### src/fsio_params.svh
// Constants for the fail output and safe input block.
// Assumes a 100 MHz clock; included by the design file.
`ifndef FSIO_PARAMS_SVH
`define FSIO_PARAMS_SVH

`define FSIO_CLK_HZ          100000000
// Blink output: 1.25 Hz, half period 400 ms, in microseconds
`define FSIO_BLINK_HALF_US   400000
// Dimmer output: 100 Hz, period 10 ms, on time 2 ms (20 %)
`define FSIO_DIM_PERIOD_US   10000
`define FSIO_DIM_ON_US       2000
// Safe input window time, longest, in microseconds
`define FSIO_WINDOW_US       240
`define FSIO_WINDOW_CYC      ((`FSIO_WINDOW_US * 100) )
// Cycle counts derived from the clock rate (100 cycles per microsecond)
`define FSIO_CYC_PER_US      (`FSIO_CLK_HZ / 1000000)
`define FSIO_BLINK_HALF_CYC  (`FSIO_BLINK_HALF_US * `FSIO_CYC_PER_US)
`define FSIO_DIM_PERIOD_CYC  (`FSIO_DIM_PERIOD_US * `FSIO_CYC_PER_US)
`define FSIO_DIM_ON_CYC      (`FSIO_DIM_ON_US * `FSIO_CYC_PER_US)
`define FSIO_WIN_CYC         (`FSIO_WINDOW_US * `FSIO_CYC_PER_US)
// Reset values
`define FSIO_RST_WD2         1'b0
`define FSIO_RST_SI_DIS      1'b0

`endif

### src/fsio_pkg.sv
// Types for the fail output and safe input block.
// Assumes nothing beyond the params header.
package fsio_pkg;

  // Failure sources feeding the fail outputs
  typedef struct packed {
    logic watchdog_fail_flag_event;
    logic thermal_shutdown_stage2;
    logic main_supply_rail_short;
    logic reset_out_asserted;
    logic reset_out_pin_fb;
  } fsio_fail_in_s;

  // Device status bits
  typedef struct packed {
    logic fail_out_active_flag;
    logic safe_input_fail_flag;
    logic reset_clamp_flag;
  } fsio_status_s;

  // Fail output controller states
  typedef enum logic [1:0] {
    FSIO_IDLE   = 2'b01,
    FSIO_ACTIVE = 2'b10
  } fsio_state_e;

endpackage

### src/fsio_fail_out.sv
// Fail output logic: three active-low indicator outputs and the safe input
// window check. Assumes all inputs synchronous to clk; the status clear
// strobes come from the register logic as one-cycle pulses.
`timescale 1ns/10ps
`default_nettype none
`include "fsio_params.svh"

module fsio_fail_out #(
  parameter int BLINK_HALF_CYC = `FSIO_BLINK_HALF_CYC,
  parameter int DIM_PERIOD_CYC = `FSIO_DIM_PERIOD_CYC,
  parameter int DIM_ON_CYC     = `FSIO_DIM_ON_CYC,
  parameter int WIN_CYC        = `FSIO_WIN_CYC
) (
  // Clock and reset
  input  wire logic                  clk,
  input  wire logic                  nrst,
  // Failure sources and operating mode
  input  wire fsio_pkg::fsio_fail_in_s fail_in,
  input  wire logic                  watchdog_fail_flag,
  input  wire logic                  normal_mode,
  // Control bits
  input  wire logic                  watchdog_fail_flag_count_cfg,
  input  wire logic                  safe_input_disable,
  input  wire logic                  clr_fail_out_active,
  input  wire logic                  clr_safe_input_fail,
  // Safe input pin
  input  wire logic                  safe_input_pin,
  // Fail outputs, active low
  output logic                       static_fail_out_n,
  output logic                       blink_fail_out_n,
  output logic                       dim_fail_out_n,
  // Status
  output var fsio_pkg::fsio_status_s device_status_reg
);

  fsio_pkg::fsio_state_e state;
  logic        wd_seen;
  logic        wd_trip;
  logic        clamp;
  logic        cond;
  logic        si_prev;
  logic        si_rise;
  logic        si_edge_seen;
  logic        si_chk;
  logic [31:0] win_cnt;
  logic [31:0] blink_cnt;
  logic [31:0] dim_cnt;
  logic        blink_ph;
  logic        active;
  logic        fo_flag;
  logic        si_flag;
  logic        clamp_flag;

  assign clamp = fail_in.reset_out_asserted & fail_in.reset_out_pin_fb;
  assign wd_trip = fail_in.watchdog_fail_flag_event & (~watchdog_fail_flag_count_cfg | wd_seen);
  assign cond = fail_in.thermal_shutdown_stage2 |
                fail_in.main_supply_rail_short | clamp |
                (watchdog_fail_flag & (state == fsio_pkg::FSIO_ACTIVE));
  assign active = (state == fsio_pkg::FSIO_ACTIVE);
  assign si_rise = safe_input_pin & ~si_prev;
  assign si_chk = normal_mode & ~safe_input_disable;
  // Status word gathered from one flop per flag
  assign device_status_reg = {fo_flag, si_flag, clamp_flag};

  // Watchdog fail count memory; cleared when the watchdog flag drops
  always_ff @(posedge clk) begin
    if (!nrst) begin
      wd_seen <= 1'b0;
    end else if (fail_in.watchdog_fail_flag_event) begin
      wd_seen <= 1'b1;
    end else if (!watchdog_fail_flag) begin
      wd_seen <= 1'b0;
    end
  end

  // Fail output controller
  always_ff @(posedge clk) begin
    if (!nrst) begin
      state <= fsio_pkg::FSIO_IDLE;
    end else begin
      case (state)
        fsio_pkg::FSIO_IDLE: begin
          if (wd_trip || fail_in.thermal_shutdown_stage2 ||
              fail_in.main_supply_rail_short || clamp) begin
            state <= fsio_pkg::FSIO_ACTIVE;
          end
        end
        fsio_pkg::FSIO_ACTIVE: begin
          if (!cond && !fo_flag &&
              !wd_trip) begin
            state <= fsio_pkg::FSIO_IDLE;
          end
        end
        default: state <= fsio_pkg::FSIO_IDLE;
      endcase
    end
  end

  always_ff @(posedge clk) begin
    if (!nrst) begin
      fo_flag <= 1'b0;
    end else if (wd_trip || cond && !active ||
                 fail_in.thermal_shutdown_stage2 ||
                 fail_in.main_supply_rail_short || clamp) begin
      fo_flag <= 1'b1;
    end else if (clr_fail_out_active) begin
      fo_flag <= 1'b0;
    end
  end

  // Reset clamp status, set wins over clear
  always_ff @(posedge clk) begin
    if (!nrst) begin
      clamp_flag <= 1'b0;
    end else if (clamp) begin
      clamp_flag <= 1'b1;
    end else if (clr_fail_out_active) begin
      clamp_flag <= 1'b0;
    end
  end

  always_ff @(posedge clk) begin
    if (!nrst) begin
      si_prev <= 1'b0;
      win_cnt <= '0;
    end else begin
      si_prev <= safe_input_pin;
      if (!si_chk || si_rise || win_cnt == 32'(WIN_CYC - 1)) begin
        win_cnt <= '0;
      end else begin
        win_cnt <= win_cnt + 32'h1;
      end
    end
  end

  always_ff @(posedge clk) begin
    if (!nrst) begin
      si_flag <= 1'b0;
      si_edge_seen <= 1'b0;
    end else begin
      if (si_chk && !si_rise && win_cnt == 32'(WIN_CYC - 1)) begin
        si_flag <= 1'b1;
        si_edge_seen <= 1'b0;
      end else begin
        if (si_rise) begin
          si_edge_seen <= 1'b1;
        end
        if (clr_safe_input_fail && (si_edge_seen || si_rise)) begin
          si_flag <= 1'b0;
        end
      end
    end
  end

  always_ff @(posedge clk) begin
    if (!nrst || !active) begin
      blink_cnt <= '0;
      blink_ph  <= 1'b1;
    end else if (blink_cnt == 32'(BLINK_HALF_CYC - 1)) begin
      blink_cnt <= '0;
      blink_ph  <= ~blink_ph;
    end else begin
      blink_cnt <= blink_cnt + 32'h1;
    end
  end

  always_ff @(posedge clk) begin
    if (!nrst || !(active || si_flag)) begin
      dim_cnt <= '0;
    end else if (dim_cnt == 32'(DIM_PERIOD_CYC - 1)) begin
      dim_cnt <= '0;
    end else begin
      dim_cnt <= dim_cnt + 32'h1;
    end
  end

  always_ff @(posedge clk) begin
    if (!nrst) begin
      static_fail_out_n <= 1'b1;
      blink_fail_out_n  <= 1'b1;
      dim_fail_out_n    <= 1'b1;
    end else begin
      static_fail_out_n <= ~(active | si_flag);
      blink_fail_out_n  <= ~(active & blink_ph);
      dim_fail_out_n    <= ~((active | si_flag)
                             & (dim_cnt < 32'(DIM_ON_CYC)));
    end
  end

  // Static output follows the active state one cycle later
  static_low_a: assert property (@(posedge clk) disable iff (!nrst)
    $past(active) |-> !static_fail_out_n)
    else $error("static output not low while active");

  // Thermal failure must reach the outputs within two cycles
  thermal_act_a: assert property (@(posedge clk) disable iff (!nrst)
    fail_in.thermal_shutdown_stage2 |-> ##2 !static_fail_out_n)
    else $error("thermal failure did not activate outputs");

  // Active flag set after a reset clamp
  flag_set_a: assert property (@(posedge clk) disable iff (!nrst)
    clamp |=> fo_flag)
    else $error("active flag not set");

  // Single watchdog fail does not trip when two are configured
  wd_count_a: assert property (@(posedge clk) disable iff (!nrst)
    (watchdog_fail_flag_count_cfg && !wd_seen && fail_in.watchdog_fail_flag_event && !cond &&
     state == fsio_pkg::FSIO_IDLE && !fail_in.thermal_shutdown_stage2 &&
     !fail_in.main_supply_rail_short) |=> !active)
    else $error("tripped on first watchdog fail");

  // Outputs stay on while the flag remains set
  hold_active_a: assert property (@(posedge clk) disable iff (!nrst)
    (active && fo_flag) |=> active)
    else $error("released while flag set");

  // Watchdog flag keeps outputs active
  wd_hold_a: assert property (@(posedge clk) disable iff (!nrst)
    (active && watchdog_fail_flag) |=> active)
    else $error("released during watchdog fail");

  // Blink output stands for a half period before toggling
  blink_half_a: assert property (@(posedge clk) disable iff (!nrst)
    (active && blink_cnt == 32'h0 && $past(active)) |=>
      $stable(blink_ph))
    else $error("blink phase changed early");

  // Dimmer on only in the first fifth of the period
  dim_duty_a: assert property (@(posedge clk) disable iff (!nrst)
    (dim_cnt >= 32'(DIM_ON_CYC)) |=> dim_fail_out_n)
    else $error("dimmer on outside its on time");

  // No checking outside normal mode
  si_mode_a: assert property (@(posedge clk) disable iff (!nrst)
    !si_chk |=> win_cnt == 32'h0)
    else $error("window ran outside normal mode");

  // Safe input flag cannot clear without an edge
  si_clear_a: assert property (@(posedge clk) disable iff (!nrst)
    (si_flag && !si_edge_seen && !si_rise)
      |=> si_flag)
    else $error("safe input flag cleared without edge");

endmodule

`default_nettype wire

### config.mk
export PLATFORM = sky130hd
export DESIGN_NAME = fsio_fail_out
export DESIGN_NICKNAME = d
export VERILOG_FILES = /design/src/fsio_pkg.sv /design/src/fsio_fail_out.sv
export VERILOG_INCLUDE_DIRS = /design/src
export SDC_FILE = /design/constraint.sdc
export NUM_CORES = 1
export LEC_CHECK = 0
export BUFFER_PORTS_ARGS = -buffer_cell sky130_fd_sc_hd__clkbuf_2
export CAP_MARGIN = 20
export CORE_ASPECT_RATIO = 2
export CORE_MARGIN = 2
export CORE_UTILIZATION = 40
export DETAILED_ROUTE_END_ITERATION = 10
export GPL_TIMING_DRIVEN = 0
export PLACE_DENSITY = 0.7
export REMOVE_ABC_BUFFERS = 1
export SLEW_MARGIN = 10
export SYNTH_ARGS = -nofsm -noshare
export SYNTH_HDL_FRONTEND = slang
export SYNTH_SLANG_ARGS = --single-unit
### constraint.sdc
create_clock -name clk -period 2 [get_ports clk]
set_input_delay 0.2 -clock clk [delete_from_list [all_inputs] [get_ports clk]]
set_output_delay 0.2 -clock clk [all_outputs]
set_load 0.02 [all_outputs]
# After elaboration in Yosys (flattened, before gate mapping)
# Cells that the tools add are included.
# op_classes
addsub	3
mul	0
div_mod_pow	0
order_cmp	1
n_eq_ne	8
n_shift	0
mux	10
n_bitwise	20
reduce_logical	35
# op_table
operator	count
adder 32 x 1 -> 32 bit (second input constant)	3
equality test 32 x 15 -> 1 bit (second input constant)	1
equality test 32 x 20 -> 1 bit (second input constant)	1
equality test 32 x 26 -> 1 bit (second input constant)	1
less-than comparator 32 x 18 -> 1 bit (second input constant)	1
logical OR 1 bit	13
logical NOT 1 bit	8
NOT 1 bit	8
OR reduction 2 bit	4
bitwise AND 1 bit	7
2-to-1 mux 1 bit	7
logical AND 1 bit	6
nonzero test 2 bit	3
bitwise OR 1 bit	5
2-to-1 mux 2 bit	2
!= test 2 bit (second input constant)	2
case mux 2 bit (2 select lines)	1
equality test 2 x 1 -> 1 bit (second input constant)	1
equality test 2 bit (second input constant)	1
!= test 2 x 1 -> 1 bit (second input constant)	1
AND reduction 2 bit	1
# word_totals
reg_bits	108
latch_bits	0
ramBits	0
romBits	0
input_bits	14
output_inout_bits	6
elab_cells	91
n_memories	0

# Longest topological paths before layout
# depth
depth_word	9
ltp_mapped	10
ltp_nobuf	6

# Least setup slack after synthesis
# No wires, ideal clock.
# synth_timing
kind	reg-to-reg
from	register blink_cnt[0]
to	register blink_cnt[26]
setup_ns	0.115
arrival_time_ns	1.741
required_time_ns	1.885
path_slack_ns	0.144
stages_incl_launch_ff	11
n_path_buf	4
period_less_slack_ns	1.856
cell_sequence	dfxtp_1 > ha_1 > and3_1 > clkbuf_1 > and2_1 > clkbuf_2 > nand4_1 > nand2_1 > buf_4 > buf_4 > nor2_1
# synth_via
elab_chain_cells	2
elab_cells_between_ends	3
cone_classes	add/sub: 1; eq/ne: 1; reduce/logical: 1
# synth_rtl
element	line_no	rtl
start: declaration	fsio_fail_out.sv:46	logic [31:0] blink_cnt;
start signal: assignment	fsio_fail_out.sv:163	blink_cnt <= blink_cnt + 32'h1;
parallel branches: the longest is 2 deep, another holds adder 32 x 1 -> 32 bit	--	
# Several ways; the timed one is not identified.
# A chain may end at the register's enable or synchronous reset.

# Worst setup path after layout
# layout_timing
from	register dim_cnt[8]
to	register dim_cnt[31]
# layout_via
elab_chain_cells	2
elab_cells_between_ends	3
cone_classes	add/sub: 1; eq/ne: 1; reduce/logical: 1
# layout_rtl
element	line_no	rtl
start: declaration	fsio_fail_out.sv:47	logic [31:0] dim_cnt;
start signal: assignment	fsio_fail_out.sv:173	dim_cnt <= dim_cnt + 32'h1;
parallel branches: the longest is 2 deep, another holds adder 32 x 1 -> 32 bit	--	
# Several ways; the timed one is not identified.

==> impl_metrics.tcl <==
set metrics [dict create \
    grt_use_total 0.1703 \
    clk_pin_slew_ns 0.07 \
    p_leak_nw 1.850 \
    power_density_nw_per_um2 703.6 \
    route.vias.total 4077 \
    start_kind "register" \
    synth_top_family_by_area "simple AND/OR/NAND/NOR gates" \
    whs_ns 0.06138 \
    syn_avg_cell_area_um2 8.690 \
    hold_viol 0 \
    io_pins 20 \
    synth-simple-area-share 0.3304 \
    ctsHoldBuffers 0 \
    grt_max_degree 18 \
    rr_endpoint "dim_cnt[31]" \
    layout-drive-gt1-share 0.1689 \
    cts-root-buf "clkbuf_16" \
    cts_made_buffers 9 \
    drt_iter0_markers 206 \
    synth.distinct_cells 45 \
    worstPathMaxFanout 6 \
    fin_crit_ns 1.982 \
    path_cells "or4_4 -> nor4b_4 -> nand4_1 -> buf_4 -> o21bai_4 -> buf_6 -> nor2_2" \
    tightestPinTransition_ns 0.6686 \
    cp-startpoint "dim_cnt[8]" \
    slowest_delay_ns 0.55 \
    final-max-slew-violation-count 0 \
    synthFlopType "dfxtp_1" \
    port_buffers 19 \
    die_w_um 82.27 \
    fin_crit_sh 0.9909 \
    final_common_cell "dfxtp_1" \
    wl_per_cell_um 14.52 \
    synth_seq_cells 108 \
    criticalPathCategory "register to register" \
    ir_drop_mv 0.5596 \
    drc 0 \
    fin_nets 610 \
    final_cell_mix "dfxtp_1, nor2_1, xnor2_1" \
    reg2reg_slack_ns 0.02 \
    yosys.area_share.adder 0.007659 \
    drt-pass1-iter-count 4 \
    via_per_inst 5.472 \
    hold_path_class "input pin to register" \
    endpoint_kind "register" \
    setup_tns_ns 0 \
    final_area_um2 5751 \
    syn_to_final_growth_pct 17.33 \
    gp_congestion 0.8328 \
    slowest_stage "or4_4" \
    cts.sinks 108 \
    grt.overflow.total 0 \
    num_rows 57 \
    initial_core_util 0.4066 \
    antennaDiodeCount 0 \
    postSynth.asyncResetShare 0 \
    rsz0062_at_grt "true" \
    r2r_start "dim_cnt[8]" \
    yosysTopAreaCell "dfxtp_1" \
    nFillCells 1118 \
    slew_headroom 0.5513 \
    coreArea_um2 12050 \
    dp.final_hpwl_um 6991 \
    ys_top_cells_by_area "dfxtp_1, xnor2_1, nor2_1" \
    cts_tree "done" \
    worstSetupPathDepth 7 \
    postRouteWirelength_um 10820 \
    synth_top_cell_area_share 0.4412 \
    grt_pass1_wl_um 17850 \
    clockBufferDepth 2 \
    placed_area_um2 5050 \
    cp.buffers_inverters 2 \
    cap_violations 0 \
    instances_no_fill 745 \
    crit_family "simple AND/OR/NAND/NOR gates" \
    endpoint "dim_cnt[31]" \
    arrival_ns 2.22 \
    die_h_um 160.5 \
    syn_area_um2 4901 \
    dieArea_um2 13210 \
    finClkSkew_ns 0.01138 \
    max_clock_freq_ghz 0.5046 \
    dp.cells 708 \
    setup_viol 0 \
    ant_nets 0 \
    yosys_warnings 0 \
    synth_edf_count 0 \
    synth.area.mux_share 0.004085 \
    antenna_found_initial 1 \
    h-tree-depth 3 \
    required_ns 2.24 \
    outcome "complete, no violations" \
    clk_latency_ns 0.35 \
    grt_pass1_vias 4045 \
    synth-seq-area-share 0.4412 \
    synth-compound-area-share 0.02579 \
    reg2regPathDepth 7 \
    synth_xor_area_frac 0.1537 \
    synthCells 564 \
]
how the worst min path moves through the flow:
stage | from | to | slack (ns) | cells past startpoint
6_report | safe_input_pin | si_prev | 0.06 | 2
5_1_grt | safe_input_pin | si_prev | 0.09 | 2
4_1_cts | safe_input_pin | si_prev | 0.06 | 2
3_5_place_dp | blink_ph | blink_fail_out_n | 0.38 | 1
3_3_place_gp | blink_ph | blink_fail_out_n | 0.38 | 1
2_1_floorplan | nrst | state[0] | 0.26 | 1
layer usage:
layer	wire [µm]	GRT usage
met1	4109	0.1726
met2	5866	0.3094
met3	445	0.03427
met4	378	0.09242
met5	16	0
power by group:
group	internal [mW]	switching [mW]
Sequential	2.16	0.00821
Combinational	0.0429	0.0631
Clock	0.972	0.797
registers in the layout, indices dropped and copies added, names as in the netlist, 2 cells and up:
register and flops:
blink_cnt 32, dim_cnt 32, win_cnt 32, state 2
logic make-up after synthesis:
group                    Yosys count
AO/OA/AOI/OAI                     22
XOR/XNOR                          86
adder cells (fa/ha/maj)            3
buffers and inverters             36
flip-flops                       108
multiplexers                       2
AND/OR/NAND/NOR                  307
per-stage QoR:
step	total power [mW]	setup WS (ns)	utilization
4_1_cts	4.077	-0.01691	0.4634
5_1_grt	4.175	-0.05484	0.4771
6_report	4.046	0.01822	0.4771
2_1_floorplan	2.272	-0.06279	-
3_3_place_gp	2.303	-0.4008	0.4190
3_5_place_dp	2.306	-0.5136	0.4190
cell usage after synthesis (2+ instances only):
| library cell | count |
|---|---|
| nor3_1 | 24 |
| buf_6 | 2 |
| or4_1 | 2 |
| and2_1 | 7 |
| buf_1 | 2 |
| nor3b_1 | 2 |
| nor2b_1 | 5 |
| o21ai_0 | 8 |
| nor4_4 | 3 |
| clkbuf_1 | 4 |
| nand4_2 | 2 |
| buf_2 | 7 |
| and4_1 | 8 |
| nand2_1 | 32 |
| mux2i_1 | 2 |
| nor4_1 | 23 |
| nand4_1 | 23 |
| and3_1 | 15 |
| or3_1 | 3 |
| nor2_1 | 107 |
| xnor2_1 | 54 |
| nor4_2 | 3 |
| buf_4 | 6 |
| inv_1 | 14 |
| nand3_1 | 37 |
| a21oi_1 | 8 |
| dfxtp_1 | 108 |
| or2_2 | 3 |
| ha_1 | 3 |
| xor2_1 | 32 |
cell type report:
cell class,instances,area (µm²),share of cell area
multi-input cells,423,2780,0.4835
flip-flops and latches,108,2171,0.3775
repair buffers,37,270.3,0.04700
clock buffers,10,229.0,0.03982
well taps,147,183.9,0.03198
clock inverters,6,63.81,0.01110
inverters,14,52.55,0.009138
timing repair:
| action | 4_1_cts | 5_1_grt |
|---|---|---|
| hold endpoints to repair | 0 | 0 |
| setup buffers | 13 | 6 |
| setup endpoints to repair | 90 | 84 |
| pin swaps | 8 | 18 |
| cloned | 4 | 0 |
| resized for setup | 18 | 37 |
Power figures use the tool's default switching activity.
